[config.mk]
export PLATFORM = sky130hd
export DESIGN_NAME = dps_device_flat
export DESIGN_NICKNAME = d
export VERILOG_FILES = /design/src/dps_pkg.sv /design/src/dps_if.sv /design/src/dps_timer.sv /design/src/dps_device.sv /design/src/flat_wrapper.sv
export VERILOG_INCLUDE_DIRS = /design/src
export SDC_FILE = /design/constraint.sdc
export NUM_CORES = 1
export LEC_CHECK = 0
export BUFFER_PORTS_ARGS = -buffer_cell sky130_fd_sc_hd__buf_4
export CELL_PAD_IN_SITES_DETAIL_PLACEMENT = 1
export CELL_PAD_IN_SITES_GLOBAL_PLACEMENT = 2
export CORE_UTILIZATION = 29
export DETAILED_ROUTE_END_ITERATION = 10
export GPL_ROUTABILITY_DRIVEN = 0
export PLACE_DENSITY = 0.85
export RECOVER_POWER = 100
export SLEW_MARGIN = 10
export SYNTH_ARGS = -nofsm -noshare
export SYNTH_HDL_FRONTEND = slang
export SYNTH_HIERARCHICAL = 1
export SYNTH_SLANG_ARGS = --single-unit
[constraint.sdc]
create_clock -name sys_clk -period 2.2 [get_ports sys_clk]
set_clock_uncertainty 0.1 [all_clocks]
set_input_delay 0.11 -clock sys_clk [delete_from_list [all_inputs] [get_ports sys_clk]]
set_output_delay 0.11 -clock sys_clk [all_outputs]
set_load 0.05 [all_outputs]
[src/dps_map.svh]
// Purpose: Timing counts, reset values and widths for the reset sequencer
// Assumes: sys_clk at 25 MHz, 40 ns period
// Notes:   Least waits round up, longest times round down
`ifndef DPS_MAP_SVH
`define DPS_MAP_SVH

// Clock period in ns
`define DPS_CLK_PERIOD_NS 40
// Self-initialization interval in us (longest)
`define DPS_T_INIT_US 150
// Reset pulse, release to select, fall to select, in ns (least)
`define DPS_T_RP_NS 200
`define DPS_T_RH_NS 200
`define DPS_T_RPH_NS 400

// Device must finish init inside the interval: round down
`define DPS_DEV_INIT_CYC ((`DPS_T_INIT_US * 1000) / `DPS_CLK_PERIOD_NS)
// Host waits at least the interval: round up
`define DPS_HOST_INIT_CYC \
  ((`DPS_T_INIT_US * 1000 + `DPS_CLK_PERIOD_NS - 1) / `DPS_CLK_PERIOD_NS)
`define DPS_RP_CYC \
  ((`DPS_T_RP_NS + `DPS_CLK_PERIOD_NS - 1) / `DPS_CLK_PERIOD_NS)
`define DPS_RH_CYC \
  ((`DPS_T_RH_NS + `DPS_CLK_PERIOD_NS - 1) / `DPS_CLK_PERIOD_NS)
`define DPS_RPH_CYC \
  ((`DPS_T_RPH_NS + `DPS_CLK_PERIOD_NS - 1) / `DPS_CLK_PERIOD_NS)
// Host wait after release covers both release and fall-to-select limits
`define DPS_RH_WAIT_CYC \
  ((`DPS_RPH_CYC - `DPS_RP_CYC) > `DPS_RH_CYC ? \
   (`DPS_RPH_CYC - `DPS_RP_CYC) : `DPS_RH_CYC)
// Device recovery after reset, shorter than host wait minus sync delay
`define DPS_DEV_RECOV_CYC (`DPS_RH_CYC - 3)

// Timer width, refresh divider, default config word
`define DPS_TMR_W 12
`define DPS_REF_DIV_CYC 16
`define DPS_CFG_W 16
`define DPS_CFG_DEFAULT 16'h0001

`endif

[src/dps_pkg.sv]
// Purpose: Types shared by both ends of the reset sequencer
// Assumes: Included after dps_map.svh
// Notes:   Codes are fixed so waveforms read the same across tools
package dps_pkg;

  // Device operating states
  typedef enum logic [2:0] {
    DS_OFF     = 3'b000,
    DS_RESET   = 3'b001,
    DS_INIT    = 3'b010,
    DS_RECOVER = 3'b011,
    DS_STANDBY = 3'b100,
    DS_ACTIVE  = 3'b101,
    DS_HSLEEP  = 3'b110,
    DS_DPD     = 3'b111
  } dps_dev_state_t;

  // Host sequencing states
  typedef enum logic [2:0] {
    HS_START     = 3'b000,
    HS_RST_LOW   = 3'b001,
    HS_RST_WAIT  = 3'b010,
    HS_INIT_WAIT = 3'b011,
    HS_IDLE      = 3'b100,
    HS_XFER      = 3'b101
  } dps_host_state_t;

endpackage

[src/dps_if.sv]
// Purpose: Pins between host controller and memory device
// Assumes: Both ends on sys_clk; device treats the pins as asynchronous
// Notes:   Both pins are host-driven, one direction only
`timescale 1ns/10ps
interface dps_if;
  logic cs_n;      // Chip select, active low
  logic mem_rst_n; // Hardware reset pin, active low

  // Host drives both pins
  modport host (output cs_n, output mem_rst_n);
  // Device only listens
  modport dev  (input cs_n, input mem_rst_n);
endinterface

[src/dps_timer.sv]
// Purpose: Loadable down counter flagging expiry of a wait
// Assumes: load_val is at least one
// Notes:   done rises exactly load_val edges after the load edge
`timescale 1ns/10ps
module dps_timer #(
  parameter int W = 12
) (
  // Clock and reset
  input  wire logic         sys_clk,
  input  wire logic         rst_n,
  // Load request
  input  wire logic         load,
  input  wire logic [W-1:0] load_val,
  // Expiry level
  output logic              done
);

  logic [W-1:0] cnt;      // Cycles remaining
  logic [W-1:0] next_cnt; // Next count
  logic         next_done;

  // Load wins over counting; stop at zero
  always_comb begin
    if (load) begin
      next_cnt = load_val;
    end else if (cnt != '0) begin
      next_cnt = cnt - W'(1);
    end else begin
      next_cnt = cnt;
    end
    next_done = (next_cnt == '0);
  end

  // Register count and flag
  always_ff @(posedge sys_clk) begin
    if (!rst_n) begin
      cnt  <= '0;
      done <= 1'b1;
    end else begin
      cnt  <= next_cnt;
      done <= next_done;
    end
  end

endmodule

[src/dps_device.sv]
// Purpose: Power-up and hardware-reset sequencing of a self-refreshing
//          memory device: init interval, refresh, low-power exit
// Assumes: Pins and supply_ok are asynchronous and are synchronised here
// Notes:   Every wait is counted in whole sys_clk cycles
`timescale 1ns/10ps
`include "dps_map.svh"
module dps_device #(
  parameter int INIT_CYC = `DPS_DEV_INIT_CYC, // Init interval cycles
  parameter int REF_DIV  = `DPS_REF_DIV_CYC,  // Normal refresh spacing
  parameter int ROW_W    = 8                  // Refresh row counter width
) (
  // Clock and reset
  input  wire logic                     sys_clk,
  input  wire logic                     rst_n,
  // Pins from the host
  dps_if.dev                            link,
  // Supply sensor and low-power requests
  input  wire logic                     supply_ok,
  input  wire logic                     hs_req,
  input  wire logic                     dpd_req,
  // Configuration write
  input  wire logic                     cfg_wr,
  input  wire logic [`DPS_CFG_W-1:0]    cfg_wdata,
  // Status towards the core
  output logic                          ready,
  output logic                          access_start,
  output logic                          access_end,
  output logic                          array_valid,
  output logic                          refresh_pulse,
  output logic [ROW_W-1:0]              refresh_row,
  output logic [`DPS_CFG_W-1:0]         cfg,
  output dps_pkg::dps_dev_state_t       state
);
  import dps_pkg::*;

  localparam int TW = `DPS_TMR_W;
  localparam int DW = $clog2(REF_DIV + 1);

  // Synchroniser stages: bit 2 supply, bit 1 reset pin, bit 0 select
  logic [2:0] sync1;
  logic [2:0] sync2;
  logic       cs_prev;      // Select of previous cycle, for edges
  logic       sup_s;
  logic       pin_rst_n_s;
  logic       cs_n_s;
  logic       cs_fall;
  logic       cs_rise;

  // Sequencer state
  dps_dev_state_t    next_state;
  logic              pend_init;      // Power-up init still owed
  logic              next_pend_init;
  logic              tmr_load;
  logic [TW-1:0]     tmr_val;
  logic              tmr_done;
  logic              next_ready;
  logic              next_acc_start;
  logic              next_acc_end;
  logic              next_valid;
  logic [`DPS_CFG_W-1:0] next_cfg;

  // Refresh engine
  logic [DW-1:0]     div_cnt;
  logic [DW-1:0]     next_div_cnt;
  logic              next_ref_pulse;
  logic [ROW_W-1:0]  next_row;

  // Two flops per asynchronous input; only sync2 is read by logic
  genvar gi;
  generate
    for (gi = 0; gi < 3; gi++) begin : g_sync
      always_ff @(posedge sys_clk) begin
        if (!rst_n) begin
          sync1[gi] <= (gi == 0) ? 1'b1 : 1'b0;
          sync2[gi] <= (gi == 0) ? 1'b1 : 1'b0;
        end else begin
          sync1[gi] <= (gi == 0) ? link.cs_n :
                       (gi == 1) ? link.mem_rst_n : supply_ok;
          sync2[gi] <= sync1[gi];
        end
      end
    end
  endgenerate

  assign sup_s       = sync2[2];
  assign pin_rst_n_s = sync2[1];
  assign cs_n_s      = sync2[0];
  assign cs_fall     = cs_prev & ~cs_n_s;
  assign cs_rise     = ~cs_prev & cs_n_s;

  // Shared wait timer for init interval and reset recovery
  dps_timer #(.W(TW)) u_timer (
    .sys_clk  (sys_clk),
    .rst_n    (rst_n),
    .load     (tmr_load),
    .load_val (tmr_val),
    .done     (tmr_done)
  );

  // Next state: supply loss first, then reset pin, then normal flow
  always_comb begin
    next_state     = state;
    next_pend_init = pend_init;
    tmr_load       = 1'b0;
    tmr_val        = '0;
    if (!sup_s) begin
      // Below supply minimum: everything lost, init owed again
      next_state     = DS_OFF;
      next_pend_init = 1'b1;
    end else if (!pin_rst_n_s) begin
      // Any state, sleep and power-down included, drops here
      next_state = DS_RESET;
      // Exit from low power begins on the falling pin
    end else begin
      case (state)
        DS_OFF, DS_RESET: begin
          // Init starts only once the pin is high
          if (pend_init) begin
            next_state = DS_INIT;
            tmr_load   = 1'b1;
            tmr_val    = TW'(INIT_CYC);
          end else begin
            next_state = DS_RECOVER;
            tmr_load   = 1'b1;
            tmr_val    = TW'(`DPS_DEV_RECOV_CYC);
          end
        end
        DS_INIT: begin
          // Timer expiry ends the not-ready span
          if (tmr_done) begin
            next_state     = DS_STANDBY;
            next_pend_init = 1'b0;
          end
        end
        DS_RECOVER: begin
          if (tmr_done) begin
            next_state = DS_STANDBY;
          end
        end
        DS_STANDBY: begin
          // Select takes priority over low-power entry
          if (cs_fall) begin
            next_state = DS_ACTIVE;
          end else if (dpd_req) begin
            next_state = DS_DPD;
          end else if (hs_req) begin
            next_state = DS_HSLEEP;
          end
        end
        DS_ACTIVE: begin
          if (cs_rise) begin
            next_state = DS_STANDBY;
          end
        end
        DS_HSLEEP, DS_DPD: begin
          // Only a reset or supply loss leaves these here
          next_state = state;
        end
        default: begin
          next_state = DS_OFF;
        end
      endcase
    end
  end

  // Outputs, config and validity derived from the transition
  always_comb begin
    // Select edges before ready are simply dropped
    next_ready     = (next_state == DS_STANDBY) ||
                     (next_state == DS_ACTIVE);
    next_acc_start = (state == DS_STANDBY) &&
                     (next_state == DS_ACTIVE);
    next_acc_end   = (state == DS_ACTIVE) && (next_state == DS_STANDBY);
    next_cfg       = cfg;
    next_valid     = array_valid;
    if ((next_state == DS_RESET) || (next_state == DS_OFF)) begin
      // Defaults back, array contents untrusted
      next_cfg   = `DPS_CFG_DEFAULT;
      next_valid = 1'b0;
    end else if (next_state == DS_DPD) begin
      // Power-down keeps no array data
      next_valid = 1'b0;
    end else if ((state == DS_INIT) && (next_state == DS_STANDBY)) begin
      next_valid = 1'b1;
    end else if (cfg_wr && (state == DS_STANDBY)) begin
      // Config only changes while idle and ready
      next_cfg = cfg_wdata;
    end
  end

  // Refresh: every cycle during init, divided rate when running
  always_comb begin
    next_div_cnt   = div_cnt;
    next_ref_pulse = 1'b0;
    next_row       = refresh_row;
    case (next_state)
      DS_INIT: begin
        // Init sweep refreshes back to back
        next_ref_pulse = 1'b1;
        next_div_cnt   = '0;
      end
      DS_RECOVER, DS_STANDBY, DS_ACTIVE, DS_HSLEEP: begin
        // Self-refresh runs again once the pin is high
        if (div_cnt == DW'(REF_DIV - 1)) begin
          next_div_cnt   = '0;
          next_ref_pulse = 1'b1;
        end else begin
          next_div_cnt = div_cnt + DW'(1);
        end
      end
      default: begin
        // Reset, off and power-down: no refresh at all
        next_div_cnt = '0;
      end
    endcase
    if ((next_state == DS_RESET) || (next_state == DS_OFF)) begin
      // Row pointer restarts, so some rows may go stale
      next_row = '0;
    end else if (next_ref_pulse) begin
      next_row = refresh_row + ROW_W'(1);
    end
  end

  // Register all state; outputs come straight from these flops
  always_ff @(posedge sys_clk) begin
    if (!rst_n) begin
      state         <= DS_OFF;
      pend_init     <= 1'b1;
      cs_prev       <= 1'b1;
      ready         <= 1'b0;
      access_start  <= 1'b0;
      access_end    <= 1'b0;
      array_valid   <= 1'b0;
      cfg           <= `DPS_CFG_DEFAULT;
      div_cnt       <= '0;
      refresh_pulse <= 1'b0;
      refresh_row   <= '0;
    end else begin
      state         <= next_state;
      pend_init     <= next_pend_init;
      cs_prev       <= cs_n_s;
      ready         <= next_ready;
      access_start  <= next_acc_start;
      access_end    <= next_acc_end;
      array_valid   <= next_valid;
      cfg           <= next_cfg;
      div_cnt       <= next_div_cnt;
      refresh_pulse <= next_ref_pulse;
      refresh_row   <= next_row;
    end
  end

endmodule

[src/flat_wrapper.sv]
// flat-port wrapper written by rule: the top's interface ports become plain ports
module dps_device_flat import dps_pkg::*;
#(
  parameter int INIT_CYC = `DPS_DEV_INIT_CYC,                        
  parameter int REF_DIV  = `DPS_REF_DIV_CYC,                           
  parameter int ROW_W    = 8                                              
)
  (sys_clk, rst_n, supply_ok, hs_req, dpd_req, cfg_wr, cfg_wdata, ready, access_start, access_end, array_valid, refresh_pulse, refresh_row, cfg, state, link_cs_n, link_mem_rst_n);
  dps_if link_i ();
  input  wire logic sys_clk;
  input  wire logic rst_n;
  input  wire logic supply_ok;
  input  wire logic hs_req;
  input  wire logic dpd_req;
  input  wire logic cfg_wr;
  input  wire logic [`DPS_CFG_W-1:0] cfg_wdata;
  output logic ready;
  output logic access_start;
  output logic access_end;
  output logic array_valid;
  output logic refresh_pulse;
  output logic [ROW_W-1:0] refresh_row;
  output logic [`DPS_CFG_W-1:0] cfg;
  output dps_pkg::dps_dev_state_t state;
  input wire logic [$bits(link_i.cs_n)-1:0] link_cs_n;
  input wire logic [$bits(link_i.mem_rst_n)-1:0] link_mem_rst_n;
  assign link_i.cs_n = link_cs_n;
  assign link_i.mem_rst_n = link_mem_rst_n;
  dps_device #(.INIT_CYC(INIT_CYC), .REF_DIV(REF_DIV), .ROW_W(ROW_W)) u_core (.sys_clk(sys_clk), .rst_n(rst_n), .link(link_i), .supply_ok(supply_ok), .hs_req(hs_req), .dpd_req(dpd_req), .cfg_wr(cfg_wr), .cfg_wdata(cfg_wdata), .ready(ready), .access_start(access_start), .access_end(access_end), .array_valid(array_valid), .refresh_pulse(refresh_pulse), .refresh_row(refresh_row), .cfg(cfg), .state(state));
endmodule
---- Word-level counts from Yosys, hierarchy flattened ----
Index checks and enable logic that the tools add are counted.
cells by class
  mux-type cells .......................... 20
  add/subtract/negate cells ............... 3
  bitwise gates (word level) .............. 8
  eq/ne operators ......................... 15
  reductions and logical operators ........ 20
operators by type and width
  operator               number
  $mux 12                6
  $eq 3x3->1 const B     8
  $mux 3                 7
  $pmux 3 s5             1
  $eq 3x2->1 const B     4
  $logic_not 12->1       1
  $reduce_bool 12->1     1
  $sub 12x1->12 const B  1
  $add 8x1->8 const B    1
  $reduce_or 2->1        4
  $eq 3x1->1 const B     2
  $logic_not 3->1        2
  $not 1->1              6
  $reduce_and 3->1       2
  $reduce_or 3->1        2
  $add 5x1->5 const B    1
  $eq 5x4->1 const B     1
  $mux 1                 5
  $logic_and 1x1->1      4
  $reduce_or 4->1        1
  $and 1x1->1            2
  $logic_or 1x1->1       2
  $pmux 1 s2             1
  $reduce_and 2->1       1
storage, ports and cells
  logic and storage cells ................. 85
  bits of input ports ..................... 24
  register bits after elaboration ......... 58

---- Logic depth before layout (Yosys ltp) ----
Gate-level depths: netlist of the first run.
  depth in word-level cells ............... 10
  gate-level depth with buffers ........... 9

---- Modules after synthesis ----
Netlist of the first run, hierarchy kept.
modules (own cells, without submodules)
  module      cells an instance  sequential area each (um^2)  times used  area an instance (um^2)
  dps_device  216                900.9                        1           1915.6
  dps_timer   123                260.2                        1           1007.2

---- Least setup slack after synthesis of the first run ----
Ideal clock, no wire load.
  path kind ............................... flip-flop to flip-flop
  start ................................... reg u_core.state[2]
  end ..................................... reg u_core.u_timer.done
  library setup time ...................... 96 ps
  required time ........................... 2004 ps
  cell stages (with the launch flop) ...... 10
  data arrival time ....................... 2110 ps
  setup slack ............................. -106 ps
  cells stage by stage .................... dfxtp_1 > buf_6 > nor3_1 > clkbuf_1 > buf_2 > nor2_1 > o21ai_0 > a2bb2oi_1 > o2111ai_1 > o41ai_2
between the ends
  cells in the longest elaborated chain, start to end .. 7
RTL lines
  what                                                  RTL line           text
  start, declared                                       dps_device.sv:32   output dps_pkg::dps_dev_state_t state
  start signal, assigned                                dps_device.sv:239  state <= next_state;
  $eq 3x1->1 / $logic_not 3->1 (equally long branches)  dps_device.sv:115  case (state)
  $reduce_or 2->1 (*)                                   dps_device.sv:115
  $mux 1 (*)                                            dps_device.sv:115
  $mux 1 (*)                                            dps_device.sv:110  end else if (!pin_rst_n_s) begin
  $mux 1 (*)                                            dps_device.sv:106  if (!sup_s) begin
  via u_core.tmr_load                                   dps_device.sv:53   logic tmr_load;
  $mux 12 (*)                                           dps_timer.sv:24    if (load) begin
  $logic_not 12->1 (*)                                  dps_timer.sv:31    next_done = (next_cnt == '0);
  end signal, assigned                                  dps_timer.sv:41    done <= next_done;
  end, declared                                         dps_timer.sv:15    output logic done
Mark *: on every way through the listed nets, which the timed path passes. The rest lies on a longest branch.
A chain may end at the register's enable or synchronous reset.

---- Final worst setup path of the first run ----
  start ................................... reg u_core.u_timer.cnt[2]
  end ..................................... reg u_core.u_timer.done
between the ends
  cells in the longest elaborated chain, start to end .. 4
RTL lines
  what                                                        RTL line                          text
  start, declared                                             dps_timer.sv:18                   logic [W-1:0] cnt;
  start signal, assigned                                      dps_timer.sv:40                   cnt <= next_cnt;
  $sub 12x1->12 / $reduce_bool 12->1 (equally long branches)  dps_timer.sv:27, dps_timer.sv:26
  $mux 12 (*)                                                 dps_timer.sv:26                   end else if (cnt != '0) begin
  $mux 12 (*)                                                 dps_timer.sv:24
  $logic_not 12->1 (*)                                        dps_timer.sv:31
Every way passes the cells marked *; elsewhere a longest branch is shown, timed or not.

==> results.json, run 1 <==
{
  "hold_path.class": "register to register",
  "final_hold_viol_count": 0,
  "grt_overflow_total": 0,
  "ys_seq_elements": 58,
  "synth_area_um2": 2920,
  "cts_root_buffer": "clkbuf_8",
  "fin_crit_ns": 2.12,
  "worstPathArrival_ns": 2.24,
  "syn_area_per_cell_um2": 8.62,
  "dp.cells": 539,
  "ios": 56,
  "drv_slew": 0,
  "vias_per_cell": 4.99,
  "core_um2": 9770,
  "status": "complete, no violations",
  "drc": 0,
  "crit_required_ns": 2.32,
  "cp-start-kind": "register",
  "portBuffers": 55,
  "async_flop_share": 0,
  "grt_usage": 0.171,
  "ir_worst_vdd_mv": 0.354,
  "drive_gt1_frac": 0.226,
  "num-nets-final": 467,
  "antenna_left": 0,
  "clock_latency_ns": 0.34,
  "max_freq_mhz": 471,
  "cts_buffers": 9,
  "cts.sinks": 58,
  "grt_pass1_wl_um": 13800,
  "cts_buffer_depth": 2,
  "setup_ws_ns": 0.0786,
  "cap_violations": 0,
  "n_antenna_cell": 0,
  "cts_setup_buffers": 0,
  "fin_cells": 576,
  "clkTransAtPathRegs_ns": 0.07,
  "grt_max_degree": 29,
  "path_class": "register to register",
  "final_util": 0.406,
  "start_util": 0.299,
  "tritoncts": "built",
  "first_iter_violations": 87,
  "grt_pass1_vias": 2801,
  "slew-limit-headroom": 0.570,
  "die-area_um2": 10500,
  "synthCells": 339,
  "finalCritPeriodShare": 0.964,
  "die_y_um": 102,
  "end_kind": "register",
  "synth_edf_count": 0,
  "multi_input_area_um2": 1700,
  "synth_top_flop_cell": "dfxtp_1",
  "htree_levels": 3,
  "die_w_um": 102,
  "max_slew.worst_pin.slew_ns": 0.648,
  "vias": 2876,
  "ff_latch_area_um2": 1170,
  "areaGrowthSynthToFinish_pct": 35.8,
  "dpl_worst_slack_ns": -0.0101,
  "place_hpwl_um": 6060,
  "p_leak_nw": 1.45,
  "row_count": 36,
  "finalSetupViolations": 0,
  "setup-tns-final_ns": 0,
  "rsz0062_at_grt": "true",
  "drt_first_pass_iters": 4,
  "critPathMaxFanout": 7,
  "synth_warnings": 6,
  "seq_area_frac_synth": 0.397,
  "power_density_nw_per_um2": 982,
  "wl_per_cell_um": 15.0,
  "antenna_found_initial": 0,
  "fillers": 1201,
  "ys_types": 63,
  "finalWirelength_um": 8650
}
final timing paths:
check	startpoint	endpoint	slack (ns)	depth (start not counted)
worst min register to register	u_core/div_cnt[0]	u_core/div_cnt[0]	0.32	1
worst min-delay path	u_core/div_cnt[0]	u_core/div_cnt[0]	0.32	1
worst max-delay path	u_core/u_timer/cnt[2]	u_core/u_timer/done	0.08	5
worst max register to register	u_core/u_timer/cnt[2]	u_core/u_timer/done	0.08	5
power by group:
part / internal [W] / switching (W)
sequential: 0.00115 / 0.000128
combinational: 0.000855 / 0.000835
clock: 0.000496 / 0.000431
stage by stage:
| step | total power [W] | hold slack [ns] | instance area [um^2] |
|---|---|---|---|
| finish | 0.00390 | 0.323 | 3970 |
| CTS | 0.00384 | 0.345 | 4020 |
| floorplan | 0.00235 | 0.0831 | 2950 |
| global placement | 0.00277 | 0.198 | 3610 |
| detailed placement | 0.00283 | 0.199 | 3610 |
| global route | 0.00417 | 0.354 | 3970 |
sequential cells by signal (all words and copies together), names as in the netlist, 3 cells and up:
name and flops:
u_core/u_timer/cnt 12, u_core/sync1 3, u_core/refresh_row 8, u_core/div_cnt 5, u_core/cfg 16, u_core/state 3
Yosys cell counts (all sizes together) (2+ instances only):
library cell,count,share of area
a31oi,9,0.019
a22oi,3,0.0077
nor3,8,0.014
xor2,5,0.015
o31ai,5,0.015
o221ai,3,0.011
ha,5,0.021
inv,8,0.010
or3,6,0.015
mux2i,4,0.014
and2,14,0.030
o21ai,29,0.050
or4,8,0.021
nand2b,10,0.021
nand4,2,0.0043
buf,14,0.033
nor2,18,0.024
o211a,2,0.0068
nor3b,4,0.010
nor4,4,0.014
and3,4,0.0086
dfxtp,58,0.40
nor2b,12,0.026
a21oi,25,0.044
nand3,26,0.045
clkbuf,7,0.012
a311oi,2,0.0081
nand2,18,0.023
o21a,2,0.0051
xnor2,3,0.0090
mux2,2,0.0077
cells in the final DEF, fill, tap and decap left out, types with 4 or more instances in the layout:
| cell type | synthesis | layout |
|---|---|---|
| and2_1 | 13 | 10 |
| inv_1 | 8 | 6 |
| dfxtp_2 | 0 | 5 |
| conb_1 | 1 | 8 |
| or4_1 | 7 | 5 |
| nor2_1 | 17 | 17 |
| dfxtp_1 | 58 | 53 |
| a21oi_1 | 24 | 24 |
| buf_4 | 3 | 47 |
| dlygate4sd3_1 | 0 | 21 |
| nor3_1 | 8 | 7 |
| a31oi_1 | 9 | 9 |
| nand2_1 | 18 | 18 |
| nor2b_1 | 12 | 11 |
| mux2i_1 | 4 | 4 |
| o21ai_0 | 29 | 29 |
| nand3_1 | 26 | 26 |
| o31ai_1 | 4 | 4 |
| nand2b_1 | 10 | 10 |
| or3_1 | 5 | 5 |
| clkbuf_1 | 6 | 32 |
| clkbuf_8 | 1 | 12 |
| xor2_1 | 5 | 5 |
| nor3b_1 | 4 | 4 |
layer usage:
metal	up-vias	part of all wire	wire length (um)	track usage
met3	12	0.035	299	0.0410
met4	0	0.014	123	0.0582
met2	49	0.48	4180	0.281
met1	1388	0.47	4050	0.217
li1	1427	-	-	-
met5	-	0	0	0
critical path: stages, from the launching register on:
cell and delay, ns:
dfxtp_1 0.36, or4_4 0.58, or4_1 0.54, o311a_1 0.16, a21boi_2 0.16, o41ai_2 0.09
what timing repair did:
action                     4_1_cts  5_1_grt
hold buffers                    21        0
setup endpoints to repair        2        7
hold endpoints to repair        20        0
pin swaps                        0        3
resized for setup                4       18
layout make-up:
| cell class | instances | share of cell area |
|---|---|---|
| clock buffers | 12 | 0.0416 |
| clock inverters | 4 | 0.00630 |
| well taps | 133 | 0.0419 |
| flip-flops and latches | 58 | 0.294 |
| repair buffers | 102 | 0.180 |
| inverters | 8 | 0.00756 |
| multi-input cells | 259 | 0.429 |
kinds of logic (layout without fill, tap and decap cells):
logic type      count (synthesis)  after routing  synth area share
other cells                     1              8           0.00128
compound gates                 94             94             0.213
fa+ha+maj                       5              5            0.0214
xor+xnor                        8              8            0.0240
flops                          58             58             0.397
mux                             6              6            0.0214
simple gates                  138            138             0.267
buf+inv                        29            126            0.0552
Power figures use the tool's default switching activity.
==> run 2, diff against run 1 <==
- CAP_MARGIN: default -> 20
- CORE_UTILIZATION: 29 -> 31
- CTS_BUF_LIST: default -> sky130_fd_sc_hd__clkbuf_8
- PLACE_DENSITY: 0.85 -> 0.9
==> results.json, run 2 (synthesis gave the netlist of run 1 again) <==
{
  "fin_area_um2": 3920,
  "most-common-layout-cells": "55 x dfxtp_1, 48 x buf_4, 35 x clkbuf_1, 29 x o21ai_0, 26 x nand3_1",
  "biggestRegsByFlops": "u_core/cfg (16), u_core/u_timer/cnt (12), u_core/refresh_row (8)",
  "p_sw_frac": 0.363,
  "routed.top_layer": "met4",
  "portBuffers": 55,
  "htree_levels": 3,
  "fin_cells": 556,
  "setup-tns-final_ns": 0,
  "drv_slew": 0,
  "p_leak_nw": 1.43,
  "die_w_um": 99.1,
  "grt_max_degree": 29,
  "slew-limit-headroom": 0.571,
  "violations": "DRC",
  "finalCritPeriodShare": 0.957,
  "finalSetupViolations": 0,
  "fin_crit_ns": 2.11,
  "finalWirelength_um": 8480,
  "core_um2": 9200,
  "hold_path.class": "register to register",
  "clkTransAtPathRegs_ns": 0.08,
  "tritoncts": "built",
  "first_iter_violations": 93,
  "power_frac_clock": 0.257,
  "largest_register": "u_core/cfg",
  "max_freq_mhz": 475,
  "n_antenna_cell": 0,
  "power.internal_w": 0.00247,
  "critPathMaxFanout": 6,
  "final_hold_viol_count": 0,
  "crit_path_end": "u_core/refresh_row[5]",
  "max_stage_delay_ns": 0.48,
  "cp-start-kind": "register",
  "wl_met2_um": 4010,
  "vias_per_cell": 5.22,
  "startpoint": "u_core/div_cnt[0]",
  "sequentialPowerShare": 0.328,
  "drt_first_pass_iters": 7,
  "die-area_um2": 9820,
  "end_kind": "register",
  "num-nets-final": 469,
  "dpl_worst_slack_ns": -0.000685,
  "met3_length_um": 309,
  "cts_buffer_depth": 2,
  "p_comb_frac": 0.416,
  "power.net_switching_w": 0.00141,
  "cap_violations": 0,
  "ir_worst_vdd_mv": 0.436,
  "path_class": "register to register",
  "worstPathCellList": "ha_2, and3_4, ha_4, nor2_2, or3_4, or4_1, a21oi_1",
  "max_slew.worst_pin.slew_ns": 0.646,
  "dp.cells": 517,
  "areaGrowthSynthToFinish_pct": 34.1,
  "grt_overflow_total": 0,
  "die_y_um": 99.1,
  "cp_slowest_cell": "or4_1",
  "worstPathArrival_ns": 2.29,
  "drt-met1-wl_um": 4020,
  "cts_root_buffer": "clkbuf_8",
  "ios": 56,
  "r2r-start": "u_core/div_cnt[0]",
  "final_common_cell": "dfxtp_1",
  "min_from": "u_core/sync1[0]",
  "row_count": 35,
  "status": "complete, but fails checks",
  "r2r_cells": 7,
  "vias": 2901,
  "wl_per_cell_um": 15.2,
  "r2r_end": "u_core/refresh_row[5]",
  "grt_pass1_vias": 2817,
  "cts.sinks": 58,
  "largest_register_ffs": 16,
  "antenna_found_initial": 0,
  "drive_gt1_frac": 0.207,
  "cts_buffers": 9,
  "reg2reg_slack_ns": 0.09,
  "setup_ws_ns": 0.0945,
  "place_hpwl_um": 6000,
  "start_util": 0.318,
  "dpl_cell_area_um2": 3570,
  "drc": 3,
  "power_density_nw_per_um2": 991,
  "grt_pass1_wl_um": 13600,
  "grt_usage": 0.173,
  "antenna_left": 0,
  "clock_latency_ns": 0.34,
  "crit_required_ns": 2.38
}
[run 2: worst min-delay path by stage]
| stage | to | slack [ns] | cells after the start |
|---|---|---|---|
| final | u_core/cs_n_s | 0.32 | 1 |
| after global routing | u_core/div_cnt[0] | 0.35 | 1 |
| after CTS | u_core/cs_n_s | 0.33 | 1 |
| after detailed placement | u_core/sync1[0] | 0.20 | 2 |
| after global placement | u_core/sync1[0] | 0.20 | 2 |
| after floorplan | u_core/cs_prev | 0.08 | 1 |
[run 2: what timing repair did]
action	4_1_cts	5_1_grt
hold buffers	21	0
gates resized for setup	2	12
pin swaps	0	1
hold endpoints to repair	22	0
endpoints found under the setup margin	2	8
buffers inserted	0	2
[run 2: critical path: cells and delay by family (launching register included)]
family,cells,cell delay [ns]
adder cells (fa/ha/maj),2,0.33
AND/OR/NAND/NOR,4,1.13
flip-flops,1,0.35
AO/OA/AOI/OAI,1,0.16
[run 2: per-layer routing]
metal,global-route usage,up-vias
met5,0,-
met4,0.0679,0
met3,0.0323,14
met2,0.279,60
met1,0.231,1394
li1,-,1433
[run 2: per-stage QoR]
step	power [W]	util	hold WS, ns
finish	0.00388	0.426	0.323
global route	0.00410	0.426	0.348
CTS	0.00385	0.434	0.333
detailed placement	0.00281	0.388	0.203
global placement	0.00275	0.388	0.201
floorplan	0.00235	-	0.0831
[run 2: area by class of cell]
class / instances / area (um^2)
inverters: 8 / 30.0
multi-input cells: 259 / 1680
clock buffers: 9 / 124
flip-flops and latches: 58 / 1160
clock inverters: 7 / 77.6
repair buffers: 104 / 702
fillers: 1105 / 5280
well taps: 111 / 139
[run 2: power by group through the flow]
| stage | registers, W | logic, W | clock network, W |
|---|---|---|---|
| after floorplan | 0.00125 | 0.00110 | 0 |
| after global placement | 0.00128 | 0.00147 | 0 |
| after detailed placement | 0.00129 | 0.00152 | 0 |
| after CTS | 0.00126 | 0.00156 | 0.00102 |
| after global routing | 0.00128 | 0.00175 | 0.00107 |
| final | 0.00127 | 0.00161 | 0.000996 |
==> run 3, diff against run 2 <==
- PLACE_DENSITY: 0.9 -> default
- PLACE_DENSITY_LB_ADDON: default -> 0.05
==> results.json, run 3 (synthesis gave the netlist of run 1 again) <==
{
  "finalSetupViolations": 0,
  "drc": 0,
  "die_y_um": 99.1,
  "grt_max_degree": 29,
  "grt_pass1_wl_um": 14000,
  "cap_violations": 0,
  "finalCritPeriodShare": 0.966,
  "max_slew.worst_pin.slew_ns": 0.644,
  "tritoncts": "built",
  "fin_cells": 553,
  "drive_gt1_frac": 0.219,
  "hold_ws_ns": 0.213,
  "biggestRegsByFlops": "u_core/cfg (16), u_core/u_timer/cnt (12), u_core/refresh_row (8)",
  "grt_usage": 0.181,
  "fin_crit_ns": 2.12,
  "final_hold_viol_count": 0,
  "cts_buffers": 9,
  "first_iter_violations": 77,
  "final_common_cell": "dfxtp_1",
  "slew-limit-headroom": 0.573,
  "most-common-layout-cells": "56 x dfxtp_1, 50 x buf_4, 32 x clkbuf_1, 29 x o21ai_0, 26 x nand3_1",
  "clock_latency_ns": 0.33,
  "grt_pass1_vias": 2817,
  "row_count": 35,
  "power_density_nw_per_um2": 968,
  "rsz0062_at_grt": "true",
  "areaGrowthSynthToFinish_pct": 33.6,
  "ir_worst_vdd_mv": 0.450,
  "cts_setup_buffers": 0,
  "setup_ws_ns": 0.0753,
  "largest_register": "u_core/cfg",
  "dpl_worst_slack_ns": 0.00590,
  "drt_first_pass_iters": 4,
  "fillers": 1101,
  "cp-start-kind": "register",
  "end_kind": "register",
  "vias_per_cell": 5.16,
  "num-nets-final": 468,
  "wl_per_cell_um": 15.6,
  "worstPathArrival_ns": 2.26,
  "reg2reg_slack_ns": 0.08,
  "power.total_w": 0.00378,
  "finalWirelength_um": 8650,
  "start_util": 0.318,
  "hold_path.class": "input pin to register",
  "portBuffers": 55,
  "core_um2": 9200,
  "clkTransAtPathRegs_ns": 0.07,
  "status": "complete, no violations",
  "cts.sinks": 58,
  "fin_area_um2": 3900,
  "vias": 2851,
  "place_hpwl_um": 6090,
  "critPathMaxFanout": 7,
  "p_leak_nw": 1.45,
  "grt_overflow_total": 0,
  "antenna_found_initial": 0,
  "n_antenna_cell": 0,
  "max_freq_mhz": 471,
  "dp.cells": 519,
  "drv_slew": 0,
  "dpl_cell_area_um2": 3600,
  "cts_buffer_depth": 2,
  "crit_required_ns": 2.34,
  "antenna_left": 0,
  "die-area_um2": 9820,
  "largest_register_ffs": 16,
  "cts_root_buffer": "clkbuf_8",
  "die_w_um": 99.1,
  "path_class": "register to register",
  "ios": 56,
  "htree_levels": 3
}
run 3: cell count changes in the layout (fill, tap and decap cells not counted), moves of 2 or more:
cell	change
and2_1	+4
clkinvlp_4	-4
a31oi_2	+2
buf_4	+2
clkbuf_1	-3
and2_0	-4
clkinv_2	+4
a31oi_1	-2
run 3: path summary, 6_finish.rpt:
path              cells after the start                   to                  start
hold reg to reg                       1        u_core/cs_n_s        u_core/sync1[0]
setup / recovery                      5  u_core/u_timer/done  u_core/u_timer/cnt[2]
setup reg to reg                      5  u_core/u_timer/done  u_core/u_timer/cnt[2]
hold / removal                        4        u_core/cfg[3]                 cfg_wr
run 3: where the power goes:
part / switching [W] / total, W / internal, W
logic: 0.000857 / 0.00168 / 0.000824
clock network: 0.000404 / 0.000822 / 0.000418
registers: 0.000125 / 0.00128 / 0.00115
run 3: per-stage QoR:
stage / setup TNS [ns] / util
4_1_cts: 0 / 0.431
6_report: 0 / 0.424
3_3_place_gp: 0 / 0.391
5_1_grt: -0.0323 / 0.424
2_1_floorplan: 0 / -
3_5_place_dp: 0 / 0.391
run 3: critical path: stages (launching register included):
cell and delay (ns):
dfxtp_1 0.37, nor4_4 0.48, and4_4 0.39, a2bb2oi_1 0.20, o2111ai_1 0.16, o41ai_2 0.33
run 3: final cells by class:
class	count	area, um^2	share of cell area
Sequential cell	58	1160	0.298
Tap cell	111	139	0.0356
Clock buffer	10	138	0.0353
Inverter	8	30.0	0.00769
Clock inverter	4	20.0	0.00513
Multi-Input combinational cell	259	1700	0.435
Timing Repair Buffer	103	716	0.183
run 3: what timing repair did:
action	4_1_cts	5_1_grt
hold buffers	20	0
endpoints found under the setup margin	4	6
gates resized for setup	4	14
hold endpoints to repair	20	0
run 3: metal layers:
| metal | vias up | global-route usage | wire length, um |
|---|---|---|---|
| li1 | 1425 | - | - |
| met1 | 1359 | 0.258 | 4670 |
| met2 | 56 | 0.275 | 3610 |
| met3 | 11 | 0.0316 | 261 |
| met4 | 0 | 0.0679 | 113 |
| met5 | - | 0 | 0 |
